$ cat src/shared/event_router_pkg.sv
package event_router_pkg;

  // ---------------------------------------------------------------
  // register map (byte addresses on the bus)
  // ---------------------------------------------------------------
  localparam logic [31:0] ADDR_SELECT_HIGH = 32'h019C0000;
  localparam logic [31:0] ADDR_SELECT_LOW = 32'h019C0004;
  localparam logic [31:0] ADDR_IRQ_STATUS = 32'h019C0008;
  localparam logic [31:0] ADDR_IRQ_MASK = 32'h019C000C;
  localparam logic [31:0] ADDR_EVENT_LATCH_LOW = 32'h019C0010;
  localparam logic [31:0] ADDR_EVENT_LATCH_HIGH = 32'h019C0014;
  localparam logic [31:0] ADDR_EVENT_ENABLE_LOW = 32'h019C0018;
  localparam logic [31:0] ADDR_EVENT_ENABLE_HIGH = 32'h019C001C;
  localparam logic [31:0] UNMAPPED_READ = 32'h00000000;

  // ---------------------------------------------------------------
  // selector field layout and reset defaults
  // ---------------------------------------------------------------
  localparam int SEL_W = 5;
  localparam int N_LINES = 16;
  localparam int N_MASKABLE = 12;
  localparam int FIRST_MASKABLE = 4;
  localparam int N_CHAN = 64;
  localparam int N_SRC = 32;
  // field positions for the six lines held in each selector register
  localparam int FIELD_POS [6] = '{0, 5, 10, 16, 21, 26};
  // lines 4..9 in the low register, 10..15 in the high one
  localparam logic [31:0] SELECT_LOW_RESET = 32'h250718A4;
  localparam logic [31:0] SELECT_HIGH_RESET = 32'h08202D43;
  localparam logic [31:0] SELECT_FIELD_MASK = 32'h7FFF7FFF;

  // ---------------------------------------------------------------
  // selector codes
  // ---------------------------------------------------------------
  localparam logic [4:0] SRC_HOST = 5'h00;
  localparam logic [4:0] SRC_TIMER0 = 5'h01;
  localparam logic [4:0] SRC_TIMER1 = 5'h02;
  localparam logic [4:0] SRC_SDRAM_A = 5'h03;
  localparam logic [4:0] SRC_PIN4 = 5'h04;
  localparam logic [4:0] SRC_DMA_DONE = 5'h08;
  localparam logic [4:0] SRC_PIN0 = 5'h10;
  localparam logic [4:0] SRC_TIMER2 = 5'h13;
  localparam logic [4:0] SRC_CELL = 5'h17;
  localparam logic [4:0] SRC_CONV = 5'h1E;
  localparam logic [4:0] SRC_TURBO = 5'h1F;

  // ---------------------------------------------------------------
  // source bundles
  // ---------------------------------------------------------------
  typedef struct packed {
    logic host_event;
    logic timer0_interrupt;
    logic timer1_interrupt;
    logic timer2_interrupt;
    logic first_sdram_refresh_timer_event;
    logic second_sdram_refresh_timer_event;
    logic [15:0] pin_event;
    logic [2:0] serial_transmit_event;
    logic [2:0] serial_receive_event;
    logic conv_decoder_receive_event;
    logic conv_decoder_transmit_event;
    logic turbo_decoder_receive_event;
    logic turbo_decoder_transmit_event;
    logic cell_interface_receive_event;
    logic cell_interface_transmit_event;
  } periph_events_s;

  typedef struct packed {
    logic dma_done;
    logic cell_irq;
    logic conv_irq;
    logic turbo_irq;
  } irq_extra_s;

  typedef struct packed {
    logic has_host_pci;
    logic has_cell_pci;
    logic has_decoders;
  } variant_s;

endpackage

$ cat src/core/event_and_interrupt_router.sv
// How it works
// - one sync event input per each of 64 dma channels, wiring fixed
// - arriving event sets its latch bit even when its enable bit is clear
// - event priority comes from the channel parameter entry, not channel number
// - ch0 host, ch1-2 timers 0/1, ch3 first sdram refresh timer
// - ch4-7 pin events 4-7, ch8-11 pins 0-3, ch48-55 pins 8-15
// - ch12-15 serial ports 0/1 tx/rx, ch17-18 port 2, ch16 unused
// - ch19 timer 2, ch20 second sdram refresh timer
// - ch28-31 conv/turbo decoder rx/tx; reserved on variants without them
// - ch32 cell rx, ch40 cell tx; reserved when cell/pci port absent
// - ch21 reserved; other unlisted channels have no peripheral source
// - every channel also accepts completion and alternate completion sync
// - sixteen core lines, line 0 reset highest, priority falls with number
// - lines 0 to 3 non-maskable with fixed sources
// - lines 4-15 maskable, default sources after reset
// - selector registers at 0x019C0000 high and 0x019C0004 low
// - 5-bit fields at 4:0,9:5,14:10,20:16,25:21,30:26 per register
// - codes map host, timers, sdram, pins, dma, timer2, cell, decoders
module event_and_interrupt_router (
  // clock and reset
  input wire logic ref_clk,
  input wire logic rstn,
  // avalon-mm slave
  input wire logic [31:0] address,
  input wire logic read,
  input wire logic write,
  input wire logic [31:0] writedata,
  input wire logic [3:0] byteenable,
  output logic [31:0] readdata,
  output logic waitrequest,
  // event sources (asynchronous levels)
  input wire event_router_pkg::periph_events_s periph_events,
  input wire event_router_pkg::irq_extra_s irq_extra,
  input wire logic reset_line,
  input wire logic nmi_line,
  input wire event_router_pkg::variant_s variant,
  // dma side, completion chaining from the dma logic (same clock)
  input wire logic [63:0] chain_completion,
  input wire logic [63:0] chain_alt_completion,
  input wire logic [63:0] channel_priority_sel,
  output logic [63:0] channel_sync_event,
  output logic [63:0] channel_event_priority,
  // core side
  output logic [15:0] core_interrupt,
  output logic router_irq
);
  import event_router_pkg::*;

  localparam int N_IN = $bits(periph_events_s) + $bits(irq_extra_s) + 2;

  // ---------------------------------------------------------------
  // input synchronisers and edge pulses
  // ---------------------------------------------------------------
  logic [N_IN-1:0] raw_in;
  logic [N_IN-1:0] sync1;
  logic [N_IN-1:0] sync2;
  logic [N_IN-1:0] sync3;
  logic [N_IN-1:0] settled;
  logic [N_IN-1:0] pulse;
  logic [2:0] variant_q;

  assign raw_in = {periph_events, irq_extra, reset_line, nmi_line};

  // three stages; a level counts once stages two and three agree
  always_ff @(posedge ref_clk or negedge rstn) begin
    if (!rstn) begin
      sync1 <= '0;
      sync2 <= '0;
      sync3 <= '0;
    end else begin
      sync1 <= raw_in;
      sync2 <= sync1;
      sync3 <= sync2;
    end
  end

  // rising edge of the agreed level gives a single pulse per event
  always_ff @(posedge ref_clk or negedge rstn) begin
    if (!rstn) begin
      settled <= '0;
      pulse <= '0;
    end else begin
      for (int i = 0; i < N_IN; i++) begin
        if (sync2[i] == sync3[i]) begin
          settled[i] <= sync3[i];
          pulse[i] <= sync3[i] & ~settled[i];
        end else begin
          pulse[i] <= 1'b0;
        end
      end
    end
  end

  // straps held steady; caught after reset release, not by the reset
  always_ff @(posedge ref_clk or negedge rstn) begin
    if (!rstn) begin
      variant_q <= 3'h0;
    end else begin
      variant_q <= variant;
    end
  end

  periph_events_s ev;
  irq_extra_s ex;
  variant_s var_q;
  logic reset_pulse;
  logic nmi_pulse;

  assign {ev, ex, reset_pulse, nmi_pulse} = pulse;
  assign var_q = variant_s'(variant_q);

  // ---------------------------------------------------------------
  // fixed channel map
  // ---------------------------------------------------------------
  logic [63:0] fixed_event;

  // one fixed source per channel, unlisted channels stay zero
  always_comb begin
    fixed_event = '0;
    fixed_event[0] = ev.host_event & var_q.has_host_pci;
    fixed_event[1] = ev.timer0_interrupt;
    fixed_event[2] = ev.timer1_interrupt;
    fixed_event[3] = ev.first_sdram_refresh_timer_event;
    fixed_event[7:4] = ev.pin_event[7:4];
    fixed_event[11:8] = ev.pin_event[3:0];
    fixed_event[55:48] = ev.pin_event[15:8];
    for (int p = 0; p < 2; p++) begin
      fixed_event[12 + 2 * p] = ev.serial_transmit_event[p];
      fixed_event[13 + 2 * p] = ev.serial_receive_event[p];
    end
    fixed_event[17] = ev.serial_transmit_event[2];
    fixed_event[18] = ev.serial_receive_event[2];
    fixed_event[19] = ev.timer2_interrupt;
    fixed_event[20] = ev.second_sdram_refresh_timer_event;
    fixed_event[28] = ev.conv_decoder_receive_event & var_q.has_decoders;
    fixed_event[29] = ev.conv_decoder_transmit_event & var_q.has_decoders;
    fixed_event[30] = ev.turbo_decoder_receive_event & var_q.has_decoders;
    fixed_event[31] = ev.turbo_decoder_transmit_event & var_q.has_decoders;
    fixed_event[32] = ev.cell_interface_receive_event & var_q.has_cell_pci;
    fixed_event[40] = ev.cell_interface_transmit_event & var_q.has_cell_pci;
  end

  // ---------------------------------------------------------------
  // registers
  // ---------------------------------------------------------------
  logic [31:0] interrupt_select_high;
  logic [31:0] interrupt_select_low;
  logic [63:0] channel_event_latch;
  logic [63:0] channel_event_enable;
  logic [N_MASKABLE-1:0] irq_status;
  logic [N_MASKABLE-1:0] irq_mask;
  logic access_done;
  logic [31:0] be_mask;
  logic wr_now;
  logic rd_now;

  assign be_mask = {{8{byteenable[3]}}, {8{byteenable[2]}},
                    {8{byteenable[1]}}, {8{byteenable[0]}}};
  // one wait cycle: requests are taken on the edge where waitrequest is low
  assign wr_now = write & access_done;
  assign rd_now = read & access_done;

  // waitrequest drops for one cycle after each request is seen
  always_ff @(posedge ref_clk or negedge rstn) begin
    if (!rstn) begin
      access_done <= 1'b0;
      waitrequest <= 1'b1;
    end else begin
      access_done <= (read | write) & ~access_done;
      waitrequest <= ~((read | write) & ~access_done);
    end
  end

  // selector fields, reset to the default sources
  always_ff @(posedge ref_clk or negedge rstn) begin
    if (!rstn) begin
      interrupt_select_high <= SELECT_HIGH_RESET;
      interrupt_select_low <= SELECT_LOW_RESET;
    end else if (wr_now) begin
      if (address == ADDR_SELECT_HIGH) begin
        interrupt_select_high <= ((interrupt_select_high & ~be_mask)
          | (writedata & be_mask)) & SELECT_FIELD_MASK;
      end
      if (address == ADDR_SELECT_LOW) begin
        interrupt_select_low <= ((interrupt_select_low & ~be_mask)
          | (writedata & be_mask)) & SELECT_FIELD_MASK;
      end
    end
  end

  // enables and interrupt mask
  always_ff @(posedge ref_clk or negedge rstn) begin
    if (!rstn) begin
      channel_event_enable <= '0;
      irq_mask <= '0;
    end else if (wr_now) begin
      if (address == ADDR_EVENT_ENABLE_LOW) begin
        channel_event_enable[31:0] <= (channel_event_enable[31:0] & ~be_mask)
          | (writedata & be_mask);
      end
      if (address == ADDR_EVENT_ENABLE_HIGH) begin
        channel_event_enable[63:32] <= (channel_event_enable[63:32] & ~be_mask)
          | (writedata & be_mask);
      end
      if (address == ADDR_IRQ_MASK) begin
        irq_mask <= (irq_mask & ~be_mask[11:0]) | (writedata[11:0] & be_mask[11:0]);
      end
    end
  end

  // ---------------------------------------------------------------
  // dma side: latch, sync pulses, priority pass-through
  // ---------------------------------------------------------------
  logic [63:0] latch_clear;
  logic [63:0] chan_trigger;

  assign chan_trigger = fixed_event | chain_completion | chain_alt_completion;

  // writing one clears a latch bit; a new event in that cycle wins
  always_comb begin
    latch_clear = '0;
    if (wr_now && address == ADDR_EVENT_LATCH_LOW) begin
      latch_clear[31:0] = writedata & be_mask;
    end
    if (wr_now && address == ADDR_EVENT_LATCH_HIGH) begin
      latch_clear[63:32] = writedata & be_mask;
    end
  end

  // latch ignores the enable so disabled events are not lost
  always_ff @(posedge ref_clk or negedge rstn) begin
    if (!rstn) begin
      channel_event_latch <= '0;
    end else begin
      channel_event_latch <= (channel_event_latch & ~latch_clear) | chan_trigger;
    end
  end

  // priority is whatever the channel's parameter entry says
  always_ff @(posedge ref_clk or negedge rstn) begin
    if (!rstn) begin
      channel_sync_event <= '0;
      channel_event_priority <= '0;
    end else begin
      channel_sync_event <= chan_trigger;
      channel_event_priority <= channel_priority_sel;
    end
  end

  // ---------------------------------------------------------------
  // interrupt selectors
  // ---------------------------------------------------------------
  logic [N_SRC-1:0] src_vec;
  logic [N_MASKABLE-1:0] line_pulse;

  // source table by code; reserved and undriven codes stay zero
  always_comb begin
    src_vec = '0;
    src_vec[SRC_HOST] = ev.host_event;
    src_vec[SRC_TIMER0] = ev.timer0_interrupt;
    src_vec[SRC_TIMER1] = ev.timer1_interrupt;
    src_vec[SRC_SDRAM_A] = ev.first_sdram_refresh_timer_event;
    for (int k = 0; k < 4; k++) begin
      src_vec[SRC_PIN4 + k] = ev.pin_event[4 + k];
    end
    src_vec[SRC_DMA_DONE] = ex.dma_done;
    src_vec[SRC_PIN0] = ev.pin_event[0];
    src_vec[SRC_TIMER2] = ev.timer2_interrupt;
    src_vec[SRC_CELL] = ex.cell_irq;
    src_vec[SRC_CONV] = ex.conv_irq;
    src_vec[SRC_TURBO] = ex.turbo_irq;
  end

  genvar g;
  generate
    for (g = 0; g < N_MASKABLE; g++) begin : g_line
      localparam int POS = FIELD_POS[g % 6];
      logic [4:0] code;
      // lines 4..9 read the low register, 10..15 the high one
      assign code = (g < 6) ? interrupt_select_low[POS +: SEL_W]
                            : interrupt_select_high[POS +: SEL_W];
      assign line_pulse[g] = src_vec[code];
    end
  endgenerate

  // core lines; lines 0..3 fixed, the core resolves priority by number
  always_ff @(posedge ref_clk or negedge rstn) begin
    if (!rstn) begin
      core_interrupt <= '0;
    end else begin
      core_interrupt[0] <= reset_pulse;
      core_interrupt[1] <= nmi_pulse;
      core_interrupt[3:2] <= 2'h0;
      core_interrupt[15:4] <= line_pulse;
    end
  end

  // ---------------------------------------------------------------
  // router status interrupt, cleared by reading it
  // ---------------------------------------------------------------
  logic status_read;

  assign status_read = rd_now && address == ADDR_IRQ_STATUS;

  // sticky; a read clears only what it reported, later pulses survive
  always_ff @(posedge ref_clk or negedge rstn) begin
    if (!rstn) begin
      irq_status <= '0;
    end else if (status_read) begin
      irq_status <= (irq_status & ~readdata[N_MASKABLE-1:0]) | line_pulse;
    end else begin
      irq_status <= irq_status | line_pulse;
    end
  end

  always_ff @(posedge ref_clk or negedge rstn) begin
    if (!rstn) begin
      router_irq <= 1'b0;
    end else begin
      router_irq <= |(irq_status & irq_mask);
    end
  end

  // ---------------------------------------------------------------
  // read data
  // ---------------------------------------------------------------
  always_ff @(posedge ref_clk or negedge rstn) begin
    if (!rstn) begin
      readdata <= '0;
    end else if (read & ~access_done) begin
      case (address)
        ADDR_SELECT_HIGH: readdata <= interrupt_select_high;
        ADDR_SELECT_LOW: readdata <= interrupt_select_low;
        ADDR_IRQ_STATUS: readdata <= {20'h00000, irq_status};
        ADDR_IRQ_MASK: readdata <= {20'h00000, irq_mask};
        ADDR_EVENT_LATCH_LOW: readdata <= channel_event_latch[31:0];
        ADDR_EVENT_LATCH_HIGH: readdata <= channel_event_latch[63:32];
        ADDR_EVENT_ENABLE_LOW: readdata <= channel_event_enable[31:0];
        ADDR_EVENT_ENABLE_HIGH: readdata <= channel_event_enable[63:32];
        default: readdata <= UNMAPPED_READ;
      endcase
    end
  end

endmodule

$ cat config.mk
export PLATFORM = sky130hd
export DESIGN_NAME = event_and_interrupt_router
export DESIGN_NICKNAME = d
export VERILOG_FILES = /design/src/shared/event_router_pkg.sv /design/src/core/event_and_interrupt_router.sv
export SDC_FILE = /design/constraint.sdc
export NUM_CORES = 1
export LEC_CHECK = 0
export BUFFER_PORTS_ARGS = -buffer_cell sky130_fd_sc_hd__buf_2
export CAP_MARGIN = 5
export CELL_PAD_IN_SITES_DETAIL_PLACEMENT = 1
export CELL_PAD_IN_SITES_GLOBAL_PLACEMENT = 2
export CORE_ASPECT_RATIO = 0.8
export CORE_MARGIN = 2
export CORE_UTILIZATION = 30
export CTS_BUF_LIST = sky130_fd_sc_hd__clkbuf_4 sky130_fd_sc_hd__clkbuf_8 sky130_fd_sc_hd__clkbuf_16
export DETAILED_ROUTE_END_ITERATION = 7
export HOLD_SLACK_MARGIN = 0.06
export PLACE_DENSITY_LB_ADDON = 0.08
export SKIP_LAST_GASP = 1
export SYNTH_ARGS = -nofsm -noshare
export SYNTH_HDL_FRONTEND = slang
export SYNTH_SLANG_ARGS = --single-unit
$ cat constraint.sdc
create_clock -name ref_clk -period 2.05 [get_ports ref_clk]
set_clock_uncertainty 0.05 [all_clocks]
set_input_delay 0.41 -clock ref_clk [delete_from_list [all_inputs] [get_ports ref_clk]]
set_output_delay 0.41 -clock ref_clk [all_outputs]
set_load 0.005 [all_outputs]
**Word level (Yosys, flattened, before mapping)**

Index checks and enable logic that the tools add are counted.

- Register bits: 592
- Input port bits: 307
- Output and inout bits: 178
- Logic and storage cells: 314

- $lt $le $gt $ge: 12
- Equal/unequal tests: 48
- Multiplexer cells: 68
- Bitwise gates (word level): 118
- Reduce and logical (&&, ||, !) cells: 9

Operator list:

| cell | count |
|---|---|
| 32-bit by 25-bit == test with 1-bit output, second input constant | 8 |
| 32-bit case mux with 8 select lines | 1 |
| 64-bit OR | 2 |
| 32-bit AND | 3 |
| 5-bit by 6-bit < comparator with 1-bit output, second input constant | 12 |
| 64-bit AND | 1 |
| 32-bit 2-to-1 mux | 2 |
| 64-bit NOT | 1 |
| 32-bit OR | 2 |
| 56-bit by 64-bit OR with 64-bit output | 1 |
| 31-bit AND | 2 |
| 31-bit OR | 2 |
| 1-bit binary-select mux with 5-bit select | 12 |
| 1-bit 2-to-1 mux | 52 |
| 1-bit AND | 51 |
| 12-bit AND | 4 |
| 1-bit NOT | 42 |
| 1-bit == test | 40 |
| 12-bit OR | 3 |
| 32-bit NOT | 1 |
| 12-bit NOT | 2 |
| 12-bit 2-to-1 mux | 1 |
| 12-bit OR reduction | 1 |
| 2-bit AND reduction | 5 |
| other kinds (2) | 4 |

**Depth between registers and ports, before layout**

Gate-level depths: netlist of the first run.

- Depth in word-level cells: 6
- Mapped depth: 7
- Mapped depth without buffers: 5

**Least setup slack after synthesis of the first run**

Ideal clock, no wire load.

- Kind: input to register
- Start point: input address[17]
- End point: register with a tool-made name
- Library setup time: 0.125 ns
- Arrival: 2.324 ns
- Required time: 1.875 ns
- Path slack: -0.449 ns
- Stages: 6
- Buffers on the path: 1
- Cells stage by stage: nor4b_1 > nand4_1 > or3_1 > clkbuf_1 > nor3_4 > mux2_2

RTL lines:

| what | RTL line | text |
|---|---|---|
| start, declared | event_and_interrupt_router.sv:24 | `input wire logic [31:0] address,` |

==> results of run 1 <==
[how the worst min path moves through the flow]
stage	end	slack [ns]	depth (start not counted)
6_report	channel_sync_event[40]	0.08	2
3_5_place_dp	sync2[13]	0.29	0
2_1_floorplan	asynchronous set/reset pin	0.06	0
4_1_cts	channel_event_latch[1]	0.06	3
3_3_place_gp	sync2[31]	0.28	0
5_1_grt	channel_sync_event[40]	0.07	2
[metrics by stage]
step                      setup WS (ns)  utilization  cell area [um^2]  total power [mW]
final                            0.0439        0.434             32600              26.5
after global routing           -0.00783        0.434             32600              27.7
after CTS                        0.0151        0.433             32500              27.0
after detailed placement         -0.695        0.369             27700              14.2
after global placement           -0.652        0.369             27700              14.1
after floorplan                  -0.317            -             22800              12.9
[worst max-delay path, stage by stage]
cell,delay [ns]
sky130_fd_sc_hd__buf_2,0.10
sky130_fd_sc_hd__nor4_2,0.28
sky130_fd_sc_hd__nand4_1,0.20
sky130_fd_sc_hd__buf_4,0.20
sky130_fd_sc_hd__or3_1,0.34
sky130_fd_sc_hd__buf_4,0.19
sky130_fd_sc_hd__nor3_4,0.23
sky130_fd_sc_hd__buf_12,0.16
sky130_fd_sc_hd__mux2_2,0.34
[cells by family after synthesis]
| family | share of synthesized area |
|---|---|
| AOI/OAI and AO/OA | 0.0821 |
| adders and majority gates | 0.0176 |
| buffers and inverters | 0.0211 |
| DFF | 0.654 |
| muxes | 0.137 |
| other | 0.000165 |
| and+or+nand+nor | 0.0878 |
[area by class of cell]
type	count	share of cell area
diodes	2	0.000154
clock buffers	103	0.0640
clock inverters	20	0.00584
inverters	37	0.00426
multi-input cells	878	0.230
flip-flops and latches	592	0.456
well taps	1012	0.0389
repair buffers	885	0.201
[synth_stat cells, types with 24 or more instances]
master	instances	area share
sky130_fd_sc_hd__inv_1	37	0.0061
sky130_fd_sc_hd__o22ai_1	24	0.0066
sky130_fd_sc_hd__or2_2	31	0.0085
sky130_fd_sc_hd__mux2i_1	24	0.011
sky130_fd_sc_hd__mux2_2	133	0.066
sky130_fd_sc_hd__nor2_1	48	0.0079
sky130_fd_sc_hd__or3_1	31	0.0085
sky130_fd_sc_hd__o21ai_0	38	0.0084
sky130_fd_sc_hd__a22oi_1	29	0.0096
sky130_fd_sc_hd__a21o_1	77	0.025
sky130_fd_sc_hd__nand2_1	73	0.012
sky130_fd_sc_hd__clkbuf_1	63	0.010
sky130_fd_sc_hd__mux4_2	57	0.057
sky130_fd_sc_hd__nand3_1	78	0.017
sky130_fd_sc_hd__maj3_1	40	0.018
sky130_fd_sc_hd__dfrtp_1	571	0.63
[metal layers]
| metal | routed length, um | part of all wire | track usage |
|---|---|---|---|
| met3 | 3780 | 0.051 | 0.0450 |
| met4 | 1640 | 0.022 | 0.0527 |
| met1 | 33500 | 0.45 | 0.262 |
| met5 | 128 | 0.0017 | 0 |
| met2 | 35200 | 0.47 | 0.313 |
[what timing repair did]
action	4_1_cts	5_1_grt
pin swaps	2	3
resized for setup	2	13
endpoints found under the hold margin	302	0
buffers inserted	0	5
endpoints found under the setup margin	25	37
hold buffers	249	0
[power groups by stage]
| stage | logic, mW | clock network, mW | registers [mW] |
|---|---|---|---|
| 4_1_cts | 2.04 | 12.7 | 12.3 |
| 6_report | 2.01 | 12.2 | 12.3 |
| 3_5_place_dp | 1.66 | 0 | 12.5 |
| 3_3_place_gp | 1.63 | 0 | 12.5 |
| 2_1_floorplan | 0.476 | 0 | 12.5 |
| 5_1_grt | 2.22 | 13.1 | 12.3 |
==> metrics.md, run 1 <==
| Metric | Value |
|---|---|
| Cell-internal power | `20.5 mW` |
| Portion of the post-synthesis area used by sequential elements | `0.654` |
| Commonest non-fill, non-tap cell in the layout | `sky130_fd_sc_hd__dfrtp_1` |
| Number of global-route vias before repair | `18.8k` |
| Antenna violations before repair | `13` |
| Start point of the critical path | `address[13]` |
| Largest fanout on the critical path | `8` |
| Switching power | `6.06 mW` |
| Combinational Power Share | `0.076` |
| Number of buffers created by CTS | `69` |
| Arrival time worst endpoint | `2.45 ns` |
| Normalized max-slew margin | `0.357` |
| Post-DR vias/cell | `4.79` |
| Placed cell count | `3150` |
| Detailed placement HPWL | `53.0 mm` |
| Via count of the routed design | `16.9k` |
| Commonest cells after routing, fill and taps aside | `sky130_fd_sc_hd__dfrtp_1 (565), sky130_fd_sc_hd__buf_2 (480), sky130_fd_sc_hd__dlygate4sd3_1 (249)` |
| Full die area | `0.0779 mm^2` |
| Die boundary width | `311 um` |
| Period utilization | `0.979` |
| Initial cell density of the core | `0.302` |
| Global router's overall resource usage | `0.194` |
| Switching power as a share of total power | `0.229` |
| Layout-stage area growth over the synthesis result | `43.6%` |
| Post-route setup TNS | `0 ns` |
| Iter 0 DRT Violations | `853` |
| CTS H-tree depth | `3` |
| Measured slew at the worst slew-check pin | `0.958 ns` |
| TritonRoute pass-1 iters | `5` |
| Worst supply voltage drop on vdd | `0.495 mV` |
| Power density over cell area | `814 mW/mm^2` |
| Leakage component of the power | `14.4 nW` |
| Largest net degree at the start of global routing | `65` |
| TritonCTS clock tree | `done` |
| Clk pwr share | `0.460` |
| Die extent in y | `250 um` |
| Cell Area, Synth | `0.0227 mm^2` |
| Core area | `0.0751 mm^2` |
| Clock tree sinks | `592` |
| Most common flop cell mapped by yosys | `sky130_fd_sc_hd__dfrtp_1` |
| Mean cell area of the mapped netlist | `14.3 um^2` |
| Count of non-filler cells in the finished layout | `3529` |
| Number of cells traversed by the worst register-to-register path | `6` |
| Startpoint kind of the worst setup timing path | `input port` |
| Synthesized flop and latch total | `592` |
| Register-to-register setup slack | `0.06 ns` |
| Std-Cell Rows | `90` |
| Peak clock frequency supported by timing | `498 MHz` |
| Crit path required time | `2.49 ns` |
| Average wire length per cell after detail routing | `21.0 um` |
| Port Buffers | `482` |
| Gpl congestion | `0.841` |
| Ratio of cells with drive above 1 in the final layout | `0.412` |
| First-pass GRT wire length | `115 mm` |
| Final hold violations | `0` |
| Post-CTS clock slew at the launch and capture registers of the worst setup and hold paths | `0.06 ns` |
| Minimum hold slack | `0.0806 ns` |
| GRT overflow | `0` |
| Worst setup EP type | `register` |
| Final number of setup-violating endpoints | `0` |
| Part of the total power dissipated in sequential elements | `0.464` |
| Worst hold path class | `in2reg` |
| Number of flops mapped to enable cells by yosys | `0` |
| Register cell area after layout | `0.0148 mm^2` |
| Endpoint of the worst register-to-register path | `irq_status[8]` |
| Number of filler cells placed in the layout | `7892` |
| Boundary Pins | `485` |
| Run status | `completed` |
| Max-cap violations | `0` |
| Critical path start-end classification | `in2reg` |
| Post-route antenna net violation count | `0` |
| Post-Route WL | `74.2 mm` |
| Library cells used by synthesis | `58` |
| Area taken by multi-input logic gates | `0.00751 mm^2` |
| Origin of the worst min-delay path | `chain_completion[40]` |
| Min Clock Period, post-route | `2.01 ns` |
| DRC errors left | `0` |
| Synth warnings | `0` |
| Clock latency on the worst-skew pair | `0.61 ns` |
| Root cell of the clock tree | `sky130_fd_sc_hd__clkbuf_16` |
| Fraction of synthesis flops using an asynchronous set or reset pin | `1.00` |
| Post-Synthesis Cells | `1592` |
| Net count, final | `2770` |
| Clock tree buffer depth | `3` |
| Max Slew Vio Count | `0` |
(Power assumes the default switching activity.)
==> inputs of run 2 (changes only) <==
--- a/config.mk
+++ b/config.mk
@@ -14,6 +14,7 @@
 export CORE_UTILIZATION = 30
 export CTS_BUF_LIST = sky130_fd_sc_hd__clkbuf_4 sky130_fd_sc_hd__clkbuf_8 sky130_fd_sc_hd__clkbuf_16
 export DETAILED_ROUTE_END_ITERATION = 7
+export GPL_TIMING_DRIVEN = 0
 export HOLD_SLACK_MARGIN = 0.06
 export PLACE_DENSITY_LB_ADDON = 0.08
 export SKIP_LAST_GASP = 1
==> run 2 against run 1 <==
Effect of this change: the flow now finishes with violations (negative hold slack); clock power increased by 3%; critical path depth decreased by 1; non-clock buffer count decreased by 34; die area unchanged; total power increased by 1.4%; flip-flop and latch count unchanged.
==> metrics.md, run 2 (synthesized netlist as in run 1, its figures left out) <==
| Metric | Value |
|---|---|
| Run status | `finished with violations` |
| Violated checks | `negative hold slack` |
| Largest fanout on the critical path | `8 (unchanged)` |
| Part of the total power dissipated in sequential elements | `0.457 (-0.007)` |
| Post-layout power | `26.9 mW (+1.4%)` |
| DRC errors left | `0 (unchanged)` |
| First-pass GRT wire length | `116 mm (+0.79%)` |
| Arrival time worst endpoint | `2.48 ns (+0.03 ns)` |
| Std-Cell Rows | `90 (unchanged)` |
| Min Clock Period, post-route | `2.04 ns (+0.0381 ns)` |
| Crit path required time | `2.49 ns (about the same)` |
| Gpl congestion | `0.812 (-3.4%)` |
| Final number of setup-violating endpoints | `0 (unchanged)` |
| Combinational Power Share | `0.073 (-0.003)` |
| Die extent in y | `250 um (unchanged)` |
| Worst supply voltage drop on vdd | `0.716 mV (+44%)` |
| Die boundary width | `311 um (unchanged)` |
| Layout-stage area growth over the synthesis result | `42.6%` |
| Commonest non-fill, non-tap cell in the layout | `sky130_fd_sc_hd__dfrtp_1` |
| Slowest CP cell | `sky130_fd_sc_hd__nor3_4` |
| Measured slew at the worst slew-check pin | `0.933 ns (-0.0250 ns)` |
| Boundary Pins | `485 (unchanged)` |
| Count of non-filler cells in the finished layout | `3495 (-0.96%)` |
| Iter 0 DRT Violations | `742 (-13%)` |
| Cell repeated most along the worst path | `sky130_fd_sc_hd__nor3_4` |
| Ratio of cells with drive above 1 in the final layout | `0.400 (-0.0118)` |
| Post-Route WL | `75.7 mm (+2.0%)` |
| Cell-internal power | `20.8 mW (+1.6%)` |
| Final hold violations | `197 (+197)` |
| Max Slew Vio Count | `0 (unchanged)` |
| Clk pwr share | `0.470 (+0.010)` |
| Post-CTS clock slew at the launch and capture registers of the worst setup and hold paths | `0.06 ns (about the same)` |
| Largest net degree at the start of global routing | `121 (+86%)` |
| Number of global-route vias before repair | `18.7k (-0.76%)` |
| Core area | `0.0751 mm^2 (unchanged)` |
| Clock tree buffer depth | `3 (unchanged)` |
| GRT overflow | `0 (unchanged)` |
| Max-cap violations | `0 (unchanged)` |
| Peak clock frequency supported by timing | `489 MHz (-1.9%)` |
| Post-DR vias/cell | `4.81 (+0.36%)` |
| Switching power | `6.10 mW (+0.72%)` |
| Startpoint kind of the worst setup timing path | `input port` |
| Unrepaired setup endpoints after global routing | `true` |
| Average wire length per cell after detail routing | `21.7 um (+2.9%)` |
| Number of cells traversed by the worst register-to-register path | `5 (-1)` |
| Register-to-register setup slack | `0.06 ns (about the same)` |
| Root cell of the clock tree | `sky130_fd_sc_hd__clkbuf_16` |
| Placed cell count | `3093 (-1.8%)` |
| Global router's overall resource usage | `0.197 (+0.00253)` |
| Clock tree sinks | `592 (unchanged)` |
| Minimum hold slack | `-0.190 ns (-0.271 ns)` |
| CTS H-tree depth | `3 (unchanged)` |
| Normalized max-slew margin | `0.378 (+0.0215)` |
| Clock latency on the worst-skew pair | `0.61 ns (about the same)` |
| Detailed placement HPWL | `52.4 mm (-1.1%)` |
| Worst hold path class | `in2async` |
| Critical path, cell by cell | `buf_2, nor3_4, nand2_2, or3_1, clkbuf_8, nor3_4, buf_12, mux2_2` |
| Reg2Reg Launch Point | `pulse[22]` |
| TritonCTS clock tree | `done` |
| Number of buffers created by CTS | `68 (-1.4%)` |
| Commonest cells after routing, fill and taps aside | `sky130_fd_sc_hd__dfrtp_1 (569), sky130_fd_sc_hd__buf_2 (488), sky130_fd_sc_hd__dlygate4sd3_1 (255)` |
| TritonRoute pass-1 iters | `5 (unchanged)` |
| Port Buffers | `481 (-0.21%)` |
| Endpoint of the worst register-to-register path | `irq_status[4]` |
| Final cell utilization of the core | `0.431 (-0.00312)` |
| Critical path start-end classification | `in2reg` |
| Antenna violations before repair | `9 (-4)` |
| Net count, final | `2735 (-1.3%)` |
| Leakage component of the power | `14.3 nW (-1.2%)` |
| Worst setup EP type | `register` |
| Power density over cell area | `831 mW/mm^2 (+2.1%)` |
| Full die area | `0.0779 mm^2 (unchanged)` |
| Initial cell density of the core | `0.302 (unchanged)` |
| Switching power as a share of total power | `0.227 (-0.00149)` |
| Post-route antenna net violation count | `0 (unchanged)` |
| CP peak stage delay | `0.42 ns (+0.08 ns)` |
| Via count of the routed design | `16.8k (-0.60%)` |
| Period utilization | `0.997 (+0.0186)` |
[run 2: changes by cell type in the layout (fill, tap and decap cells not counted), sizes merged, moves of 3 or more]
cell         delta
dlygate4sd3     +6
clkbuf         +46
clkinv          -4
bufinv          +3
buf            -84
[run 2: worst max path at each step]
stage | startpoint | to | slack, ns
after floorplan | address[26] | register | -0.32
after global placement | rstn | channel_event_priority[12] | -12.13
after detailed placement | address[1] | channel_event_latch[46] | -2.08
after CTS | pulse[36] | irq_status[10] | 0.0007
after global routing | access_done | readdata[8] | -0.03
final | address[5] | register | 0.006
[run 2: through the flow]
step                setup TNS (ns)  worst slack (ns)  area (um^2)
global route                -0.125           -0.0272        32400
global placement          -7389.78            -12.13        26400
CTS                              0          0.000698        32100
floorplan                   -43.22            -0.317        22800
finish                           0           0.00579        32400
detailed placement         -390.35             -2.08        26600
[run 2: critical path: cells and delay by family]
| kind | cells | cell delay (ns) |
|---|---|---|
| and+or+nand+nor | 4 | 1.25 |
| muxes | 1 | 0.34 |
| buffers and inverters | 3 | 0.46 |
[run 2: layer usage]
layer | up-vias | wire (um) | share of wire | GRT usage
li1 | 7461 | - | - | -
met1 | 8860 | 34000 | 0.45 | 0.265
met2 | 357 | 36200 | 0.48 | 0.317
met3 | 105 | 3740 | 0.049 | 0.0477
met4 | 12 | 1610 | 0.021 | 0.0526
met5 | - | 67 | 0.00089 | 0
[run 2: cell type report]
cell class	instances	area (um^2)
Tap cell	1012	1270
Buffer	65	389
Clock inverter	19	253
Antenna cell	1	2.50
Sequential cell	592	14800
Fill cell	7858	42800
Multi-Input combinational cell	878	7710
Timing Repair Buffer	786	5650
Inverter	37	143
Clock buffer	105	2100
[run 2: power by group through the flow]
stage               clock network, mW  registers (mW)  logic (mW)
floorplan                           0            12.5       0.476
global placement                    0            12.5        1.51
detailed placement                  0            12.5        1.57
CTS                              13.1            12.3        1.98
global route                     13.6            12.3        2.16
finish                           12.6            12.3        1.96
[run 2: timing repair]
item | CTS | global route
buffers inserted | 30 | 9
gates resized for setup | 83 | 44
endpoints found under the setup margin | 256 | 196
endpoints found under the hold margin | 330 | 198
hold buffers | 255 | 2
gates cloned | 1 | 1
pin swaps | 19 | 12
